## src/rcl_pkg.sv

```systemverilog
// constants for the reset configuration latch
package rcl_pkg;
  localparam int LATCH_LEAD = 4;
  localparam int CNT_W = 12;
  localparam logic [1:0] BOOT_DEFAULT = 2'h0;
  localparam logic [1:0] CLK_DEFAULT = 2'h2;
  localparam logic RANGE_DEFAULT = 1'h0;
  // boot source codes
  localparam logic [1:0] BOOT_FLASH = 2'h0;
  localparam logic [1:0] BOOT_SERIAL = 2'h1;
  localparam logic [1:0] BOOT_EXT_SINGLE = 2'h2;
  localparam logic [1:0] BOOT_EXT_MULTI = 2'h3;
  // clock mode codes
  localparam logic [1:0] CLK_BYPASS = 2'h0;
  localparam logic [1:0] CLK_EXT_REF = 2'h1;
  localparam logic [1:0] CLK_CRYSTAL = 2'h2;
  localparam logic [1:0] CLK_ONE_TO_ONE = 2'h3;
  // register map, byte addresses
  localparam int ADR_W = 4;
  localparam logic [3:0] OFS_STATUS = 4'h0;
  localparam logic [3:0] OFS_CONTROL = 4'h4;
  // status fields
  localparam int ST_BOOT_LSB = 0;
  localparam int ST_CLK_LSB = 2;
  localparam int ST_RANGE = 4;
  localparam int ST_PULL = 5;
  localparam int ST_EXTERNAL = 6;
  localparam int ST_RESET_OUT = 7;
  localparam int ST_BUSY = 8;
  // control fields
  localparam int CT_SOFT_RESET = 0;
  localparam logic [31:0] ZERO_WORD = 32'h0000_0000;
endpackage : rcl_pkg

```

## src/rcl_seq_if.sv

```systemverilog
// signals between the capture logic and the release timer
`timescale 1ns/10ps
interface rcl_seq_if;
  logic resetRequest;
  logic latchPulse;
  logic released;
  logic busy;
  modport ctl (output resetRequest, input latchPulse, input released, input busy);
  modport seq (input resetRequest, output latchPulse, output released, output busy);
endinterface : rcl_seq_if

```

## src/rcl_release_timer.sv

```systemverilog
// reset release counter with latch strobe ahead of release
`timescale 1ns/10ps
module rcl_release_timer #(
  parameter int RELEASE_CYCLES = 2404
) (
  input wire logic clk,
  input wire logic srst,
  input wire logic ce,
  rcl_seq_if.seq seq
);
  typedef enum logic [2:0] {
    ST_HOLD = 3'b001,
    ST_COUNT = 3'b010,
    ST_RUN = 3'b100
  } rcl_state_t;

  localparam logic [rcl_pkg::CNT_W-1:0] LOAD = rcl_pkg::CNT_W'(RELEASE_CYCLES - 1);
  localparam logic [rcl_pkg::CNT_W-1:0] LEAD = rcl_pkg::CNT_W'(rcl_pkg::LATCH_LEAD);

  rcl_state_t state_reg, state_next;
  logic [rcl_pkg::CNT_W-1:0] count_reg, count_next;
  logic released_reg, released_next;

  always_comb begin
    state_next = state_reg;
    count_next = count_reg;
    case (state_reg)
      ST_HOLD: begin
        if (!seq.resetRequest) begin
          state_next = ST_COUNT;
          count_next = LOAD;
        end
      end
      ST_COUNT: begin
        if (seq.resetRequest) begin
          state_next = ST_HOLD;
        end else if (count_reg == '0) begin
          state_next = ST_RUN;
        end else begin
          count_next = count_reg - 1'b1;
        end
      end
      ST_RUN: begin
        if (seq.resetRequest) begin
          state_next = ST_HOLD;
        end
      end
      default: begin
        state_next = ST_HOLD;
      end
    endcase
    released_next = (state_next == ST_RUN);
  end

  always_ff @(posedge clk) begin
    if (srst) begin
      state_reg <= ST_HOLD;
      count_reg <= '0;
      released_reg <= 1'b0;
    end else if (ce) begin
      state_reg <= state_next;
      count_reg <= count_next;
      released_reg <= released_next;
    end
  end

  // strobe lands exactly LATCH_LEAD edges before released rises
  assign seq.latchPulse = (state_reg == ST_COUNT) && (count_reg == LEAD) && !seq.resetRequest;
  assign seq.released = released_reg;
  assign seq.busy = (state_reg != ST_RUN);
endmodule : rcl_release_timer

```

## src/rcl_reset_config_latch.sv

```systemverilog
// reset-time strap capture with reset output sequencing and register access
// Behaviour
// - the low-active config select pin picks built-in defaults when high, strap values when low.
// - the config select pin carries a weak internal pull-up so defaults apply when undriven.
// - with config select low, boot and clock straps are latched four clocks before reset output negates.
// - the timer pull strap is latched four clocks before reset output negates, whatever config select says.
// - a two-bit boot strap picks internal flash, external memory or serial boot.
// - a two-bit clock strap picks crystal or external reference, with a third bit for clock range.
// - the timer pull strap sets the default weak pull direction of the timer pins.
// - defaults are boot code 00 (internal flash) and clock code 10 (crystal).
// - boot codes are 00 flash, 01 serial, 10 external single master, 11 external multi-master.
// - clock codes are 00 bypass, 01 external reference, 10 crystal, 11 one-to-one.
// - a latched timer pull of 0 enables pull-downs and 1 enables pull-ups.
//
// Decided for this implementation: the Wishbone register port and the placing of the registers.
`timescale 1ns/10ps
module rcl_reset_config_latch #(
  parameter int RELEASE_CYCLES = 2404,
  parameter bit HAS_CLOCK_RANGE = 1'b1
) (
  input wire logic clk,
  input wire logic srst,
  input wire logic ce,
  input wire logic resetInN,
  input wire logic config_source_select_n,
  input wire logic [1:0] boot_source_strap,
  input wire logic [2:0] clock_mode_strap,
  input wire logic timer_pull_strap,
  output logic configSelectPullUpEn,
  output logic reset_output_n,
  output logic [1:0] bootSource,
  output logic [1:0] clockMode,
  output logic clockRange,
  output logic [3:0] bootDecoded,
  output logic [3:0] clockDecoded,
  output logic timerPullUpEn,
  output logic timerPullDownEn,
  input wire logic wb_cyc_i,
  input wire logic wb_stb_i,
  input wire logic wb_we_i,
  input wire logic [rcl_pkg::ADR_W-1:0] wb_adr_i,
  input wire logic [31:0] wb_dat_i,
  input wire logic [3:0] wb_sel_i,
  output logic [31:0] wb_dat_o,
  output logic wb_ack_o
);
  // one-hot view of a two-bit code, bit n set for code n
  function automatic logic [3:0] decode2(input logic [1:0] code);
    decode2 = 4'h1 << code;
  endfunction : decode2

  rcl_seq_if seqBus ();

  rcl_release_timer #(
    .RELEASE_CYCLES(RELEASE_CYCLES)
  ) u_timer (
    .clk(clk),
    .srst(srst),
    .ce(ce),
    .seq(seqBus.seq)
  );

  logic [1:0] boot_reg, boot_next;
  logic [1:0] clk_reg, clk_next;
  logic range_reg, range_next;
  logic pull_reg, pull_next;
  logic ext_reg, ext_next;
  logic soft_reg, soft_next;
  logic ack_reg, ack_next;
  logic [31:0] dat_reg, dat_next;
  logic access;
  logic [31:0] statusWord;

  assign access = wb_cyc_i && wb_stb_i && !ack_reg;
  // a software reset request holds the output low until the timer restarts
  assign seqBus.resetRequest = !resetInN || soft_reg;

  always_comb begin
    statusWord = rcl_pkg::ZERO_WORD;
    statusWord[rcl_pkg::ST_BOOT_LSB +: 2] = boot_reg;
    statusWord[rcl_pkg::ST_CLK_LSB +: 2] = clk_reg;
    statusWord[rcl_pkg::ST_RANGE] = range_reg;
    statusWord[rcl_pkg::ST_PULL] = pull_reg;
    statusWord[rcl_pkg::ST_EXTERNAL] = ext_reg;
    statusWord[rcl_pkg::ST_RESET_OUT] = seqBus.released;
    statusWord[rcl_pkg::ST_BUSY] = seqBus.busy;
  end

  always_comb begin
    boot_next = boot_reg;
    clk_next = clk_reg;
    range_next = range_reg;
    pull_next = pull_reg;
    ext_next = ext_reg;
    if (seqBus.latchPulse) begin
      pull_next = timer_pull_strap;
      ext_next = !config_source_select_n;
      if (!config_source_select_n) begin
        boot_next = boot_source_strap;
        clk_next = clock_mode_strap[1:0];
        range_next = HAS_CLOCK_RANGE ? clock_mode_strap[2] : rcl_pkg::RANGE_DEFAULT;
      end else begin
        boot_next = rcl_pkg::BOOT_DEFAULT;
        clk_next = rcl_pkg::CLK_DEFAULT;
        range_next = rcl_pkg::RANGE_DEFAULT;
      end
    end
  end

  always_comb begin
    ack_next = access;
    dat_next = dat_reg;
    // request bit drops once the timer has taken it back into hold
    soft_next = soft_reg;
    if (seqBus.busy && !seqBus.released) begin
      soft_next = 1'b0;
    end
    if (access && !wb_we_i) begin
      dat_next = (wb_adr_i == rcl_pkg::OFS_STATUS) ? statusWord : rcl_pkg::ZERO_WORD;
    end
    if (access && wb_we_i && wb_adr_i == rcl_pkg::OFS_CONTROL && wb_sel_i[0]) begin
      soft_next = wb_dat_i[rcl_pkg::CT_SOFT_RESET];
    end
  end

  always_ff @(posedge clk) begin
    if (srst) begin
      boot_reg <= rcl_pkg::BOOT_DEFAULT;
      clk_reg <= rcl_pkg::CLK_DEFAULT;
      range_reg <= rcl_pkg::RANGE_DEFAULT;
      pull_reg <= 1'b0;
      ext_reg <= 1'b0;
      soft_reg <= 1'b0;
      ack_reg <= 1'b0;
      dat_reg <= rcl_pkg::ZERO_WORD;
    end else if (ce) begin
      boot_reg <= boot_next;
      clk_reg <= clk_next;
      range_reg <= range_next;
      pull_reg <= pull_next;
      ext_reg <= ext_next;
      soft_reg <= soft_next;
      ack_reg <= ack_next;
      dat_reg <= dat_next;
    end
  end

  // pad pull-up is unconditional so an open pin selects defaults
  assign configSelectPullUpEn = 1'b1;
  assign reset_output_n = seqBus.released;
  assign bootSource = boot_reg;
  assign clockMode = clk_reg;
  assign clockRange = range_reg;
  assign bootDecoded = decode2(boot_reg);
  assign clockDecoded = decode2(clk_reg);
  assign timerPullUpEn = pull_reg;
  assign timerPullDownEn = !pull_reg;
  assign wb_ack_o = ack_reg;
  assign wb_dat_o = dat_reg;

  // helper: enabled cycles since the last latch strobe, saturating
  logic [3:0] latchAge_reg, latchAge_next;
  always_comb begin
    latchAge_next = latchAge_reg;
    if (seqBus.latchPulse) begin
      latchAge_next = 4'h1;
    end else if (latchAge_reg != 4'hF) begin
      latchAge_next = latchAge_reg + 4'h1;
    end
  end

  always_ff @(posedge clk) begin
    if (srst) begin
      latchAge_reg <= 4'hF;
    end else if (ce) begin
      latchAge_reg <= latchAge_next;
    end
  end
endmodule : rcl_reset_config_latch

```

## config.mk

```make
export PLATFORM = sky130hd
export DESIGN_NAME = rcl_reset_config_latch
export DESIGN_NICKNAME = d
export VERILOG_FILES = /design/src/rcl_pkg.sv /design/src/rcl_seq_if.sv /design/src/rcl_release_timer.sv /design/src/rcl_reset_config_latch.sv
export SDC_FILE = /design/constraint.sdc
export NUM_CORES = 1
export LEC_CHECK = 0
export BUFFER_PORTS_ARGS = -buffer_cell sky130_fd_sc_hd__buf_4
export CAP_MARGIN = 15
export CORE_MARGIN = 2
export CORE_UTILIZATION = 46
export CTS_BUF_LIST = sky130_fd_sc_hd__clkbuf_4
export DETAILED_ROUTE_END_ITERATION = 6
export PLACE_DENSITY_LB_ADDON = 0.1
export SETUP_SLACK_MARGIN = 0.3
export SYNTH_ARGS = -nofsm -noshare
export SYNTH_HDL_FRONTEND = slang
export SYNTH_HIERARCHICAL = 1
export SYNTH_SLANG_ARGS = --single-unit
```

## constraint.sdc

```tcl
create_clock -name clk -period 2.9 [get_ports clk]
set_clock_uncertainty 0.2 [all_clocks]
set_input_delay 0.29 -clock clk [delete_from_list [all_inputs] [get_ports clk]]
set_output_delay 0.29 -clock clk [all_outputs]
set_load 0.1 [all_outputs]
```

## Yosys cells after proc, flatten, opt, wreduce, memory -nomap -nowiden

Cells that the tools add are included.

- Memories kept: 0
- Memory bits (writable): 0
- Register bits: 57
- Output and inout bits: 50
- Bits in read-only memories: 0
- Bits in latches: 0

- Reduce and logical (&&, ||, !) cells: 25
- Add/sub/neg operators: 1
- Equality and inequality tests: 10
- Shift-type cells: 2
- $lt $le $gt $ge: 0
- Multipliers: 0
- Divide/modulo/power cells: 0
- Muxes and demuxes: 15
- Bitwise logic cells: 0

Operator list:

| cell | number |
|---|---|
| $mux 12 | 3 |
| $pmux 12 s2 | 1 |
| $eq 12x3->1 const B | 1 |
| $logic_not 12->1 | 1 |
| $mux 3 | 4 |
| $sub 12x1->12 const B | 1 |
| $logic_and 1x1->1 | 9 |
| $mux 9 | 1 |
| $pmux 3 s3 | 1 |
| $shl 1x2->4 const A | 2 |
| $logic_not 1->1 | 7 |
| $eq 3x3->1 const B | 2 |
| $ne 2x2->1 const B | 3 |
| $reduce_and 2->1 | 3 |
| $reduce_and 5->1 | 1 |
| $eq 4x3->1 const B | 1 |
| $logic_not 4->1 | 1 |
| $mux 2 | 2 |
| $reduce_bool 2->1 | 2 |
| $eq 3x1->1 const B | 1 |
| $eq 3x2->1 const B | 1 |
| $mux 1 | 3 |
| $ne 3x3->1 const B | 1 |
| $logic_or 1x1->1 | 1 |

## Longest topological paths before layout

- Depth in word-level cells: 7
- Mapped depth: 11

## Cells and area by module

Netlist, hierarchy kept.

Modules (own cells, without submodules):

| module | area each (µm²) | cells each | instances |
|---|---|---|---|
| rcl_reset_config_latch | 1018.5 | 123 | 1 |
| rcl_release_timer | 938.4 | 114 | 1 |

## Worst setup path before layout

No wires, ideal clock.

- Path kind: register -> output
- From: register clk_reg[1], in the netlist clockMode[1]
- To: output port clockDecoded[2]
- Buffers on the path: 0
- Cell stages (with the launch flop): 2
- Path slack: -0.041 ns
- Arrival: 2.451 ns
- Cell sequence: dfxtp_1 nor2b_1

- Longest elaborated chain between the ends: 1

RTL lines:

| item | line | source |
|---|---|---|
| from (decl) | rcl_reset_config_latch.sv:64 | `logic [1:0] clk_reg, clk_next;` |
| from (signal assigned) | rcl_reset_config_latch.sv:129 | `clk_reg <= rcl_pkg::CLK_DEFAULT;` |
| from (signal assigned) | rcl_reset_config_latch.sv:138 | `clk_reg <= clk_next;` |
| $shl 1x2->4 | rcl_reset_config_latch.sv:49 | `decode2 = 4'h1 << code;` |
| to (decl) | rcl_reset_config_latch.sv:35 | `output logic [3:0] clockDecoded,` |

No other way between the ends.

## Final worst setup path

- From: register u_timer/count_reg[0] (netlist name)
- To: register ext_reg

- Longest elaborated chain between the ends: 4

RTL lines:

| item | line | source |
|---|---|---|
| from (decl) | rcl_release_timer.sv:21 | `logic [rcl_pkg::CNT_W-1:0] count_reg, count_next;` |
| from (signal assigned) | rcl_release_timer.sv:62 | `count_reg <= count_next;` |
| $eq 12x3->1 | rcl_release_timer.sv:68 | `assign seq.latchPulse = (state_reg == ST_COUNT) && (count_reg == LEAD) && !seq.resetRequest;` |
| $logic_and 1x1->1 (2 in a row) | rcl_release_timer.sv:68 |  |
| net seqBus.latchPulse | rcl_seq_if.sv:5 | `logic latchPulse;` |
| $reduce_and 2->1 (no line) | -- |  |
| to (signal assigned) | rcl_reset_config_latch.sv:141 | `ext_reg <= ext_next;` |
| to (decl) | rcl_reset_config_latch.sv:67 | `logic ext_reg, ext_next;` |

The timed path passes the listed nets, and every way through them passes these cells.
A chain may end at the register's enable or synchronous reset.

==> reports/metrics.yaml <==
outcome:
  status: "completed"
route:
  routed_via_density: 5.55
  drt_iter0_drc: 137
  vias: 1833
  route.detailed.drc: 0
  first_pass_iters: 4
  post_drt_wl_per_cell_um: 13.7
  ant_nets: 0
  wl_mm: 4.53
finish:
  syn_to_final_growth_pct: 17.6
  largest_register_ffs: 12
  diodes: 0
  fin_cells: 330
  nets: 335
  layout-drive-gt1-share_pct: 22.5
  finish.instance_area_sq_um: 2300
sta:
  min_period_ns: 2.42
  fmax_mhz: 412
  period_share_pct: 83.6
  slew_headroom_pct: 64.4
  holdWs_ns: 0.00609
  rsz0062_at_grt: "false"
  worst_pin_slew_ns: 0.530
  drv_slew: 0
  setup_ws_ns: 0.476
  hold_violations: 0
  setup_violations: 0
grt:
  globalRouteTotalUtil_pct: 18.9
  antenna_found_initial: 0
  grt_pass1_vias: 1443
  grt_pass1_wl_mm: 7.38
  overflow: 0
  grt_max_degree: 32
synthesis:
  synth_cell_type_count: 49
  yosysSeqAreaShare_pct: 34.8
  yosys_warnings: 6
  netlist_area_sq_um: 1960
  ys_seq_elements: 34
  synth_edf_count: 0
  synthCells: 237
  syn_avg_cell_area_sq_um: 8.26
  postSynth.asyncResetShare_pct: 0
  synthFlopType: "dfxtp_1"
power_and_ir_drop:
  vdd_ir_drop_max_v: 0.000286
  p_leak_nw: 0.899
  total_power_w: 0.00106
  p_switching_w: 0.000416
  sw_frac_of_total_pct: 39.1
  internal-power_w: 0.000649
  p_seq_share_pct: 47.5
  power_density_nw_per_um2: 463
  pwr-share-clk_pct: 24.7
  p_comb_share_pct: 27.8
place:
  dpl.hpwl_mm: 3.22
  post_dp_cell_area_sq_um: 2220
  gp_congestion: 0.794
  pre_cts_ws_ns: 0.441
  dpl.cell_count: 319
  port_buffers: 45
die:
  start_util_pct: 48.2
  fp.dieH_um: 69.2
  rows: 23
  io-pin-count: 104
  die_w_um: 69.2
  dieArea_sq_um: 4790
  coreArea_sq_um: 4060
clock_network:
  htreeDepth: 2
  clkLatencyLatePin_ns: 0.34
  cts_buffers: 5
  clk_path_buf_depth: 2
  root_buffer: "clkbuf_4"
  clk_pin_slew_ns: 0.11
  tritoncts: "done"
  cts.sinks: 34
  cts_post_setup_buffers_inserted: 0
setup_path:
  cp-start-kind: "flop"
  crit_path_end_kind: "flop"
  cp.required_ns: 2.97
  path_max_fanout: 16
  crit_type: "flop to flop"
  crit_arrival_ns: 2.49
run:
  maxCapViolCount: 0
min_path:
  hp-class: "input port to flop"
==> placed cells by master, fill, tap and decap left out, drive strengths merged, types with 7 or more instances in the layout <==
cell	instances
nor3	7
a21oi	26
nor2	9
conb	24
nand2b	8
nor2b	8
dfxtp	34
or4	7
o21ai	10
nand2	12
nand4	11
buf	47
==> path summary, 6_finish.rpt <==
kind,start,end,slack [ns],depth (start not counted)
hold reg to reg,wb_dat_o[1],wb_dat_o[1],0.28,2
setup / recovery,u_timer/count_reg[0],ext_reg,0.48,8
hold / removal,wb_dat_i[0],soft_reg,0.006,3
setup reg to reg,u_timer/count_reg[0],ext_reg,0.48,8
==> kinds of logic after synthesis <==
| family | synth area share, % |
|---|---|
| AOI/OAI and AO/OA | 17.5 |
| xor gates and xnor gates | 0.448 |
| adders and majority gates | 1.28 |
| buffers and inverters | 13.4 |
| DFF | 34.8 |
| muxes | 0.512 |
| other | 0.384 |
| and+or+nand+nor | 31.7 |
==> cell type report <==
class | instances | area, sq um
Clock buffer | 5 | 37.5
Clock inverter | 3 | 16.3
Fill cell | 391 | 1760
Inverter | 6 | 22.5
Multi-Input combinational cell | 182 | 1100
Sequential cell | 34 | 681
Tap cell | 50 | 62.6
Timing Repair Buffer | 50 | 383
==> power groups by stage <==
stage / clock [W] / sequential, W / combinational (W)
3_3_place_gp: 0 / 0.000516 / 0.000289
6_report: 0.000263 / 0.000506 / 0.000296
5_1_grt: 0.000297 / 0.000510 / 0.000314
2_1_floorplan: 0 / 0.000512 / 0.000272
4_1_cts: 0.000272 / 0.000505 / 0.000294
3_5_place_dp: 0 / 0.000516 / 0.000291
==> worst max-delay path, stage by stage, from the launching register on <==
cell	delay, ns
dfxtp_1	0.36
inv_1	0.09
ha_1	0.14
nor4b_1	0.41
and4_2	0.49
and3b_1	0.24
buf_4	0.16
a21oi_1	0.07
a311oi_1	0.18
==> synthesized netlist by cell type (all sizes together) (4+ instances only) <==
cell,number,area share [%]
dfxtp,34,35
buf,27,10
a21oi,26,6.6
nand2,12,2.3
nand4,11,3.5
clkbuf,10,2.0
o21ai,10,2.6
nor2,9,1.7
nand2b,8,2.6
nor2b,8,2.6
nor3,7,1.8
or4,7,2.9
a31oi,5,1.6
and2,5,1.6
inv,5,0.96
nand4b,5,2.2
nor4,5,2.4
o31ai,5,1.9
or3,5,1.6
nand3,4,1.3
==> stage by stage <==
stage	utilization, %	setup TNS [ns]
2_1_floorplan	-	-0.161
3_3_place_gp	54.6	0
3_5_place_dp	54.6	0
4_1_cts	56.7	0
5_1_grt	56.7	0
6_report	56.7	0
==> repair_timing <==
item | 4_1_cts | 5_1_grt
hold endpoints to repair | 3 | 0
hold buffers | 3 | 0
endpoints found under the setup margin | 0 | 4
resized for setup | 0 | 1
==> routing by layer <==
metal | routed length (um) | track usage (%)
met1 | 2280 | 29.3
met2 | 1950 | 24.9
met3 | 265 | 5.23
met4 | 34 | 5.88
met5 | 0 | 0
Note: power is estimated with default switching activity, not from simulation.
